<file path="src/hw/lmcr_pkg.sv">
// Purpose: shared constants of the LED matrix configuration register bank
// Assumes: byte-wide registers reached over a two-wire serial port
// Notes: offsets are the serial register addresses
package lmcr_pkg;
   // register addresses
   localparam logic [7:0] SCALE_BASE = 8'h92;
   localparam logic [7:0] SCALE_LAST = 8'h9F;
   localparam logic [7:0] MODE_ADDR = 8'hA0;
   localparam logic [7:0] GCC_ADDR = 8'hA1;
   localparam logic [7:0] PULL_ADDR = 8'hB0;
   // reset values
   localparam logic [7:0] SCALE_RST = 8'h00;
   localparam logic [7:0] MODE_RST = 8'h10;
   localparam logic [6:0] GCC_RST = 7'h00;
   localparam logic [7:0] PULL_RST = 8'h33;
   // field layout
   localparam int MODE_SHDN_BIT = 0;
   localparam int MODE_FD_LSB = 1;
   localparam int MODE_LGC_BIT = 3;
   localparam int MODE_ROW_LSB = 4;
   localparam int PULL_PHASE_BIT = 7;
   localparam int PULL_ROW_LSB = 4;
   localparam int PULL_COL_LSB = 0;
   localparam int PULL_ALWAYS_BIT = 2;
   localparam logic [7:0] PULL_WR_MASK = 8'hF7;
   localparam int GCC_W = 7;
   localparam logic [6:0] GCC_MAX = 7'h40;
   localparam int PEAK_W = 15;
   // codes
   localparam logic [1:0] FD_OFF = 2'h0;
   localparam logic [1:0] FD_SHORT = 2'h2;
   localparam logic [3:0] ROW_ALL_ON = 4'h8;
   localparam logic [3:0] ROW_COUNT_MAX = 4'h9;
   localparam logic [3:0] BYTE_BITS = 4'h8;
   localparam int ROWS = 9;
   // serial port states
   typedef enum logic [2:0] {
      ST_IDLE, ST_ADDR, ST_REG, ST_WDATA, ST_ACK, ST_RDATA, ST_MACK
   } lmcr_state_e;
endpackage

</file>
<file path="src/hw/lmcr_regs.sv">
// Purpose: configuration registers of an LED matrix driver behind a two-wire serial slave
// Assumes: scl_in and sda_in are already synchronous to clock; sda is open-drain
// Notes: the serial port writes and reads all registers with pointer auto increment
// How it works
// - one 8-bit scale per column sink
// - peak level is global level times scale
// - mode register: rows, threshold, fault, shutdown
// - shutdown release bit zero keeps software shutdown
// - fault code 01/11 fires one open pass
// - fault code 10 fires one short pass
// - row code picks scanned row count
// - global level clamps at 64
// - pull register top bit selects scan phase
// - row pull-down field off, off-time, always
// - column pull-up field off, off-time, always
// - pointer advances on each data byte, including a read byte the host does not acknowledge
`timescale 1ns/10ps
`default_nettype none
module lmcr_regs #(
   parameter int NUM_SINKS = 8,
   parameter logic [4:0] DEV_ADDR_HI = 5'h0D
) (
   // clock and reset
   input wire logic clock,
   input wire logic sys_rst,
   // serial port
   input wire logic scl_in,
   input wire logic sda_in,
   output logic sda_out,
   output logic sda_oe,
   input wire logic [1:0] addr_sel,
   // operating mode
   output logic shutdown_release,
   output logic logic_threshold_select,
   output logic [1:0] fault_detect_mode,
   output logic open_detect_start,
   output logic short_detect_start,
   // scan rows
   output logic [3:0] scan_row_select,
   output logic [3:0] active_row_count,
   output logic [lmcr_pkg::ROWS-1:0] row_switch_enable,
   output logic rows_all_on,
   output logic ninth_row_shared,
   // current
   output logic [lmcr_pkg::GCC_W-1:0] global_current_level,
   output logic [8*NUM_SINKS-1:0] sink_scale_value,
   output logic [lmcr_pkg::PEAK_W*NUM_SINKS-1:0] sink_peak_level,
   // pulls and phase
   output logic scan_phase_select,
   output logic [2:0] row_pulldown_select,
   output logic [2:0] column_pullup_select,
   output logic row_pulldown_always,
   output logic column_pullup_always
);
   import lmcr_pkg::*;

   if (NUM_SINKS < 1 || NUM_SINKS > 14) begin : g_chk
      $error("NUM_SINKS must lie in 1..14");
   end

   function automatic logic [3:0] row_count(input logic [3:0] code);
      logic [3:0] n;
      n = ROW_COUNT_MAX;
      if (code != 4'h0 && code < ROW_ALL_ON) begin
         n = ROW_COUNT_MAX - code;
      end
      return n;
   endfunction

   // serial port state
   lmcr_state_e st_q, st_d, after_q, after_d;
   logic scl_q, sda_q, oe_q, oe_d, nack_q, nack_d, wr_stb;
   logic [3:0] cnt_q, cnt_d;
   logic [7:0] sh_q, sh_d, ptr_q, ptr_d, rd_byte;
   logic scl_rise, scl_fall, start_c, stop_c;

   // register state
   logic [7:0] mode_q, mode_d, pull_q, pull_d;
   logic [6:0] gcc_q, gcc_d;
   logic [7:0] scale_q [NUM_SINKS];
   logic [7:0] scale_d [NUM_SINKS];
   logic open_q, open_d, short_q, short_d;

   // derived outputs
   logic [3:0] rcnt_q, rcnt_d;
   logic [ROWS-1:0] rmask_q, rmask_d;

   assign scl_rise = scl_in & ~scl_q;
   assign scl_fall = ~scl_in & scl_q;
   assign start_c = scl_in & scl_q & sda_q & ~sda_in;
   assign stop_c = scl_in & scl_q & ~sda_q & sda_in;

   always_comb begin
      rd_byte = 8'h00;
      if (ptr_q == MODE_ADDR) begin
         rd_byte = mode_q;
      end else if (ptr_q == GCC_ADDR) begin
         rd_byte = {1'b0, gcc_q};
      end else if (ptr_q == PULL_ADDR) begin
         rd_byte = pull_q;
      end
      for (int i = 0; i < NUM_SINKS; i++) begin
         if (ptr_q == SCALE_BASE + 8'(i)) begin
            rd_byte = scale_q[i];
         end
      end
   end

   always_comb begin
      st_d = st_q;
      after_d = after_q;
      cnt_d = cnt_q;
      sh_d = sh_q;
      ptr_d = ptr_q;
      oe_d = oe_q;
      nack_d = nack_q;
      wr_stb = 1'b0;
      if (start_c) begin
         st_d = ST_ADDR;
         cnt_d = 4'h0;
         oe_d = 1'b0;
      end else if (stop_c) begin
         st_d = ST_IDLE;
         oe_d = 1'b0;
      end else if (scl_rise) begin
         if (st_q == ST_ADDR || st_q == ST_REG || st_q == ST_WDATA) begin
            sh_d = {sh_q[6:0], sda_in};
            cnt_d = cnt_q + 4'h1;
         end else if (st_q == ST_MACK) begin
            nack_d = sda_in;
         end
      end else if (scl_fall) begin
         unique case (st_q)
            ST_IDLE: begin
            end
            ST_ADDR: begin
               if (cnt_q == BYTE_BITS) begin
                  if (sh_q[7:1] == {DEV_ADDR_HI, addr_sel}) begin
                     oe_d = 1'b1;
                     st_d = ST_ACK;
                     after_d = sh_q[0] ? ST_RDATA : ST_REG;
                  end else begin
                     st_d = ST_IDLE;
                  end
               end
            end
            ST_REG: begin
               if (cnt_q == BYTE_BITS) begin
                  ptr_d = sh_q;
                  oe_d = 1'b1;
                  st_d = ST_ACK;
                  after_d = ST_WDATA;
               end
            end
            ST_WDATA: begin
               if (cnt_q == BYTE_BITS) begin
                  wr_stb = 1'b1;
                  ptr_d = ptr_q + 8'h01;
                  oe_d = 1'b1;
                  st_d = ST_ACK;
               end
            end
            ST_ACK: begin
               oe_d = 1'b0;
               cnt_d = 4'h0;
               st_d = after_q;
               if (after_q == ST_RDATA) begin
                  sh_d = rd_byte;
                  ptr_d = ptr_q + 8'h01;
                  oe_d = ~rd_byte[7];
                  cnt_d = 4'h1;
               end
            end
            ST_RDATA: begin
               if (cnt_q == BYTE_BITS) begin
                  oe_d = 1'b0;
                  st_d = ST_MACK;
               end else begin
                  sh_d = {sh_q[6:0], 1'b0};
                  oe_d = ~sh_q[6];
                  cnt_d = cnt_q + 4'h1;
               end
            end
            ST_MACK: begin
               if (nack_q) begin
                  st_d = ST_IDLE;
               end else begin
                  sh_d = rd_byte;
                  ptr_d = ptr_q + 8'h01;
                  oe_d = ~rd_byte[7];
                  cnt_d = 4'h1;
                  st_d = ST_RDATA;
               end
            end
         endcase
      end
   end

   always_ff @(posedge clock) begin
      if (sys_rst) begin
         st_q <= ST_IDLE;
         after_q <= ST_IDLE;
         cnt_q <= 4'h0;
         sh_q <= 8'h00;
         ptr_q <= 8'h00;
         oe_q <= 1'b0;
         nack_q <= 1'b0;
         scl_q <= 1'b1;
         sda_q <= 1'b1;
      end else begin
         st_q <= st_d;
         after_q <= after_d;
         cnt_q <= cnt_d;
         sh_q <= sh_d;
         ptr_q <= ptr_d;
         oe_q <= oe_d;
         nack_q <= nack_d;
         scl_q <= scl_in;
         sda_q <= sda_in;
      end
   end

   // registers; the detect pulse fires only on a move away from 00 so a rewrite cannot re-trigger
   always_comb begin
      mode_d = mode_q;
      gcc_d = gcc_q;
      pull_d = pull_q;
      scale_d = scale_q;
      open_d = 1'b0;
      short_d = 1'b0;
      if (wr_stb) begin
         if (ptr_q == MODE_ADDR) begin
            mode_d = sh_q;
            if (mode_q[MODE_FD_LSB +: 2] == FD_OFF && sh_q[MODE_FD_LSB +: 2] != FD_OFF) begin
               open_d = sh_q[MODE_FD_LSB +: 2] != FD_SHORT;
               short_d = sh_q[MODE_FD_LSB +: 2] == FD_SHORT;
            end
         end else if (ptr_q == GCC_ADDR) begin
            gcc_d = (sh_q[6:0] > GCC_MAX) ? GCC_MAX : sh_q[6:0];
         end else if (ptr_q == PULL_ADDR) begin
            pull_d = sh_q & PULL_WR_MASK;
         end
         for (int i = 0; i < NUM_SINKS; i++) begin
            if (ptr_q == SCALE_BASE + 8'(i)) begin
               scale_d[i] = sh_q;
            end
         end
      end
   end

   always_ff @(posedge clock) begin
      if (sys_rst) begin
         mode_q <= MODE_RST;
         gcc_q <= GCC_RST;
         pull_q <= PULL_RST;
         open_q <= 1'b0;
         short_q <= 1'b0;
         for (int i = 0; i < NUM_SINKS; i++) begin
            scale_q[i] <= SCALE_RST;
         end
      end else begin
         mode_q <= mode_d;
         gcc_q <= gcc_d;
         pull_q <= pull_d;
         open_q <= open_d;
         short_q <= short_d;
         scale_q <= scale_d;
      end
   end

   // row decode, one cycle behind the mode register
   always_comb begin
      rcnt_d = row_count(mode_q[MODE_ROW_LSB +: 4]);
      rmask_d = ROWS'((10'h001 << row_count(mode_q[MODE_ROW_LSB +: 4])) - 10'h001);
      if (mode_q[MODE_ROW_LSB +: 4] == ROW_ALL_ON) begin
         rmask_d = {ROWS{1'b1}};
      end
   end

   always_ff @(posedge clock) begin
      if (sys_rst) begin
         rcnt_q <= 4'h0;
         rmask_q <= '0;
      end else begin
         rcnt_q <= rcnt_d;
         rmask_q <= rmask_d;
      end
   end

   // peak level kept as the raw product; the analog side divides by 64 and 256
   for (genvar g = 0; g < NUM_SINKS; g++) begin : g_sink
      logic [PEAK_W-1:0] peak_q, peak_d;
      // widen both factors first; a cast of the bare product would keep only 8 bits
      assign peak_d = PEAK_W'(gcc_q) * PEAK_W'(scale_q[g]);
      always_ff @(posedge clock) begin
         if (sys_rst) begin
            peak_q <= '0;
         end else begin
            peak_q <= peak_d;
         end
      end
      assign sink_peak_level[g*PEAK_W +: PEAK_W] = peak_q;
      assign sink_scale_value[g*8 +: 8] = scale_q[g];
      a_peak: assert property (@(posedge clock) disable iff (sys_rst)
         $past(gcc_q) == GCC_MAX && $past(scale_q[g]) == 8'hFF |-> peak_q == 15'h3FC0)
         else $error("peak level not product of level and scale");
   end

   assign sda_out = 1'b0;
   assign sda_oe = oe_q;
   assign shutdown_release = mode_q[MODE_SHDN_BIT];
   assign logic_threshold_select = mode_q[MODE_LGC_BIT];
   assign fault_detect_mode = mode_q[MODE_FD_LSB +: 2];
   assign open_detect_start = open_q;
   assign short_detect_start = short_q;
   assign scan_row_select = mode_q[MODE_ROW_LSB +: 4];
   assign active_row_count = rcnt_q;
   assign row_switch_enable = rmask_q;
   assign rows_all_on = mode_q[MODE_ROW_LSB +: 4] == ROW_ALL_ON;
   assign ninth_row_shared = rcnt_q == ROW_COUNT_MAX && !rows_all_on;
   assign global_current_level = gcc_q;
   assign scan_phase_select = pull_q[PULL_PHASE_BIT];
   assign row_pulldown_select = pull_q[PULL_ROW_LSB +: 3];
   assign column_pullup_select = pull_q[PULL_COL_LSB +: 3];
   assign row_pulldown_always = pull_q[PULL_ROW_LSB + PULL_ALWAYS_BIT];
   assign column_pullup_always = pull_q[PULL_COL_LSB + PULL_ALWAYS_BIT];

   a_gcc_clamp: assert property (@(posedge clock) disable iff (sys_rst)
      gcc_q <= GCC_MAX) else $error("global level above 64");
   a_gcc_write: assert property (@(posedge clock) disable iff (sys_rst)
      wr_stb && ptr_q == GCC_ADDR && sh_q[6:0] >= GCC_MAX |=> gcc_q == GCC_MAX)
      else $error("large level not clamped");
   a_open_once: assert property (@(posedge clock) disable iff (sys_rst)
      open_detect_start |-> $past(mode_q[MODE_FD_LSB +: 2]) == FD_OFF && fault_detect_mode[0])
      else $error("open pass without move from 00");
   a_short_once: assert property (@(posedge clock) disable iff (sys_rst)
      short_detect_start |-> $past(mode_q[MODE_FD_LSB +: 2]) == FD_OFF && fault_detect_mode == FD_SHORT)
      else $error("short pass without move from 00");
   a_ptr_inc: assert property (@(posedge clock) disable iff (sys_rst)
      wr_stb && !start_c |=> ptr_q == $past(ptr_q) + 8'h01) else $error("pointer did not advance");
   a_row_eight: assert property (@(posedge clock) disable iff (sys_rst)
      scan_row_select == 4'h1 ##1 scan_row_select == 4'h1 |-> row_switch_enable == 9'h0FF)
      else $error("row code 1 not eight rows");
   a_row_all: assert property (@(posedge clock) disable iff (sys_rst)
      rows_all_on ##1 rows_all_on |-> row_switch_enable == 9'h1FF && active_row_count == 4'h9)
      else $error("all-on rows not all enabled");
   a_unused_zero: assert property (@(posedge clock) disable iff (sys_rst)
      pull_q[3] == 1'b0 && (ptr_q != GCC_ADDR || rd_byte[7] == 1'b0))
      else $error("unused bit not zero");
   a_shutdown: assert property (@(posedge clock) disable iff (sys_rst)
      wr_stb && ptr_q == MODE_ADDR |=> shutdown_release == $past(sh_q[0]))
      else $error("shutdown release not taken from write");
endmodule
`default_nettype wire

</file>
<file path="config.mk">
export PLATFORM = sky130hd
export DESIGN_NAME = lmcr_regs
export DESIGN_NICKNAME = d
export VERILOG_FILES = /design/src/hw/lmcr_pkg.sv /design/src/hw/lmcr_regs.sv
export SDC_FILE = /design/constraint.sdc
export NUM_CORES = 1
export LEC_CHECK = 0
export BUFFER_PORTS_ARGS = -buffer_cell sky130_fd_sc_hd__buf_2
export CAP_MARGIN = 20
export CORE_UTILIZATION = 45
export DETAILED_ROUTE_END_ITERATION = 8
export GPL_ROUTABILITY_DRIVEN = 0
export PLACE_DENSITY = 0.63
export SLEW_MARGIN = 40
export SYNTH_ARGS = -nofsm -noshare
export SYNTH_HDL_FRONTEND = slang
export SYNTH_SLANG_ARGS = --single-unit
</file>
<file path="constraint.sdc">
create_clock -name clock -period 5.3 [get_ports clock]
set_input_delay 0.265 -clock clock [delete_from_list [all_inputs] [get_ports clock]]
set_output_delay 0.265 -clock clock [all_outputs]
set_load 0.02 [all_outputs]
</file>
==> results.md <==
* Hold Path Class: in2reg
* Vias per inst at between 5 and 6
* Fill count at between 4000 and 5000
* WP data required at around 5.8 ns
* CP Capture Type: flip-flop
* Worst-skew pair later-pin latency at 0.60 ns
* Net count, final at between 3000 and 4000
* Row count at 84
* Syn_area_per_cell at 8.589 um2
* Synthesis Warnings at 0
* R2r startpoint: global_current_level[2]
* Syn_nets at roughly 3300
* Most frequent cells in the layout: 356 x and2_1, 328 x nand2_1, 275 x ha_1
* Worst path cell trace: buf_12 -> and2_1 -> fa_1 -> fa_1 -> fa_1 -> inv_1 -> fa_1 -> inv_1 -> ha_1 -> a21oi_1 -> o22ai_1 -> o41ai_1 -> o21ai_0 -> mux2_2
* Area of the multi-input gates at roughly 17000 um2
* Actual slew at the worst max-slew pin at roughly 0.88 ns
* GRT overflow at 0
* Layout cells sized above 1 at 12.19%
* Die ar. at 54200 um2
* Initial antenna violation count at 0
* Fraction of registers with async set/reset at 0%
* Clock Sinks at 251
* Worst Setup Slack, final at ~0.43 ns
* Initial core utilization at ~46%
* Num CTS Buffers at 31
* Hold wc startpoint: sys_rst
* Critical Path AT at between 5 and 6 ns
* Root buffer cell: clkbuf_16
* Post-CTS Setup Bufs at 0
* Core area at ~53000 um2
* Post-synthesis cell count at 2791
* Crit path kind: reg2reg
* Crit share post-route at 91.80%
* Register bit total from synthesis at ~250
* Die Wd at roughly 230 um
* Sequential-to-total area share from yosys stat at about a fifth
* Dpl hpwl at between 40 and 50 mm
* Area growth from synthesis to layout at 12.25%
* Endpoints failing hold at 0
* Finished Layout Cells at around 3700
* Type of origin of the critical path: flip-flop
* CP max FO at 40
* WL/cell at about 18 um
* Setup-failing EPs final at 0
* Cell Pwr Density at 158.3 nW/um2
* Port Buffers at 231
* Storage cell area at a little over 5000 um2
* Crit-path slowest cell: dfxtp_2
* Max VDD drop at between 0.0002 and 0.00025 V
* TNS Setup at 0 ns
* Status: complete, no violations
* Clk_skew at roughly 0.019 ns
* Remaining antenna violation count after routing at 0
* Post-Syn Area at 23970 um2
* I/O pins at approximately 230
* Post-synth EDFFs at 0
* Reg2Reg Setup Slack at approximately 0.43 ns
* Most Frequent Cell on Critical Path: fa_1
* Worst path max stage delay at between 0.7 and 0.8 ns
* First-pass GRT wire length at 106.5 mm
* All-Layer GR Usage at 24.22%
* Commonest non-fill, non-tap cell in the layout: and2_1
* Total placed cells including tap cells at approximately 3600
* Pre-CTS setup slack at roughly 0.51 ns
* H-tree Lvls at 1
* Clock Path Buffers at 3
* Worst-path clk slew at ~0.06 ns
* Max-slew headroom at 41.25%
* Achievable clock frequency at 205.5 MHz
* Crit path from: global_current_level[2]
* Drt total wl at ~65 mm
* Synth Flop Type: dfxtp_1
* Vias in the first global route at 20520
* CTS tree: done
* Pin count of the biggest net entering global routing at around 110
* Unrepaired setup endpoints after global routing: no
* Max-cap viol count at 0
* Lkg Pwr at around 14 nW
* Initial DRT Pass Iterations at 6
* Die height at around 230 um
* Max Slew Vio Count at 0
* Diode count at 0
* # DRC at 0
* Min Clock Period, post-route at ~5 ns
* Synth unique cells at ~80
* Post-layout util at between 50% and 60%
* DRT iter0 DRCs at between 1000 and 1500
* Total number of vias at approximately 20000
cell families (layout without fill, tap and decap cells):
logic type / count (synthesis) / in the layout / synth area share, %
compound gates: 469 / 469 / 12.32
simple gates: 1093 / 1093 / 23.64
other cells: 1 / 1 / 0.01564
flops: 251 / 251 / 20.96
buf+inv: 389 / 577 / 6.232
xor+xnor: 61 / 61 / 2.229
mux: 20 / 20 / 0.8717
fa+ha+maj: 507 / 507 / 33.73
registers in the layout, summed over array words and instances, names as in the netlist:
name,count
active_row_count,4
after_q,3
cnt_q,4
g_sink.peak_q,120
global_current_level,7
mode_q,8
nack_q,1
open_detect_start,1
ptr_q,8
pull_q,7
row_switch_enable,9
scl_q,1
sda_oe,1
sda_q,1
sh_q,8
short_detect_start,1
sink_scale_value,64
st_q,3
critical path: cells and delay by family, from the launching register on:
family                     cells  cell delay, ns
adders and majority gates      5            2.25
AOI/OAI and AO/OA              4            0.87
DFF                            1            0.75
buffers and inverters          3            0.37
muxes                          1            0.30
and+or+nand+nor                1            0.19
cells in the mapped netlist (5+ instances only):
cell type,instances,share of area [%]
and2_1,356,9.3
nand2_1,328,5.1
ha_1,275,14
dfxtp_1,251,21
inv_1,249,3.9
fa_1,232,19
nor2_1,179,2.8
a21oi_1,178,3.7
clkbuf_1,112,1.8
o21ai_0,73,1.5
nor2b_1,48,1.3
xnor2_1,36,1.3
a211oi_1,33,1.0
nand3_1,32,0.67
nor3_1,30,0.63
a21o_1,29,0.91
xor2_1,25,0.91
nand2b_1,18,0.47
o22ai_1,17,0.44
nor4_1,15,0.39
a211o_1,14,0.51
a31oi_1,13,0.34
mux2i_1,13,0.54
o31ai_1,13,0.41
buf_2,12,0.25
nand3b_1,12,0.38
o21a_1,12,0.38
o21bai_1,12,0.38
or3_1,12,0.31
a221oi_1,11,0.40
buf_1,11,0.17
o211ai_1,11,0.34
or2_2,8,0.21
a2111oi_0,7,0.26
a311oi_1,7,0.26
mux2_2,7,0.33
and3_1,6,0.16
nand4b_1,6,0.22
or4_1,6,0.19
and4b_1,5,0.21
buf_4,5,0.16
nor3_2,5,0.21
per-layer routing:
| layer | track usage (%) | vias up | share of wire, % |
|---|---|---|---|
| met4 | 6.801 | 0 | 2.3 |
| met3 | 3.566 | 107 | 6.3 |
| met2 | 40.85 | 619 | 47 |
| li1 | - | 9581 | - |
| met1 | 32.06 | 9961 | 44 |
| met5 | 0 | - | 0 |
through the flow:
stage          hold WS, ns  total power [mW]  cell area (um2)
2_1_floorplan       0.3716             1.998            23970
3_3_place_gp        0.4765             2.019            25770
3_5_place_dp        0.4895             2.019            25790
4_1_cts             0.2531             4.310            26900
5_1_grt             0.3042             4.389            26910
6_report            0.2901             4.260            26910
worst paths after layout:
kind                     endpoint  cells past startpoint
min reg2reg              cnt_q[1]                      2
min                        nack_q                      2
max          g_sink[5].peak_q[13]                     14
max reg2reg  g_sink[5].peak_q[13]                     14
final cells by class:
class	count	area share, %
Multi-Input combinational cell	2151	64.89
Sequential cell	251	18.73
Timing Repair Buffer	271	5.664
Inverter	249	3.473
Clock buffer	41	3.287
Tap cell	688	3.199
Clock inverter	16	0.7579
where the power goes:
group | internal, mW | total (mW) | leakage [nW] | switching, mW
Sequential | 1.89 | 1.90 | 2.03 | 0.00707
Combinational | 0.0215 | 0.0809 | 11.0 | 0.0594
Clock | 1.37 | 2.28 | 0.533 | 0.915
what timing repair did:
item | 4_1_cts | 5_1_grt
gates resized for setup | 0 | 0
hold buffers | 2 | 0
endpoints found under the setup margin | 0 | 0
endpoints found under the hold margin | 2 | 0
Note: power is estimated with default switching activity, not from simulation.
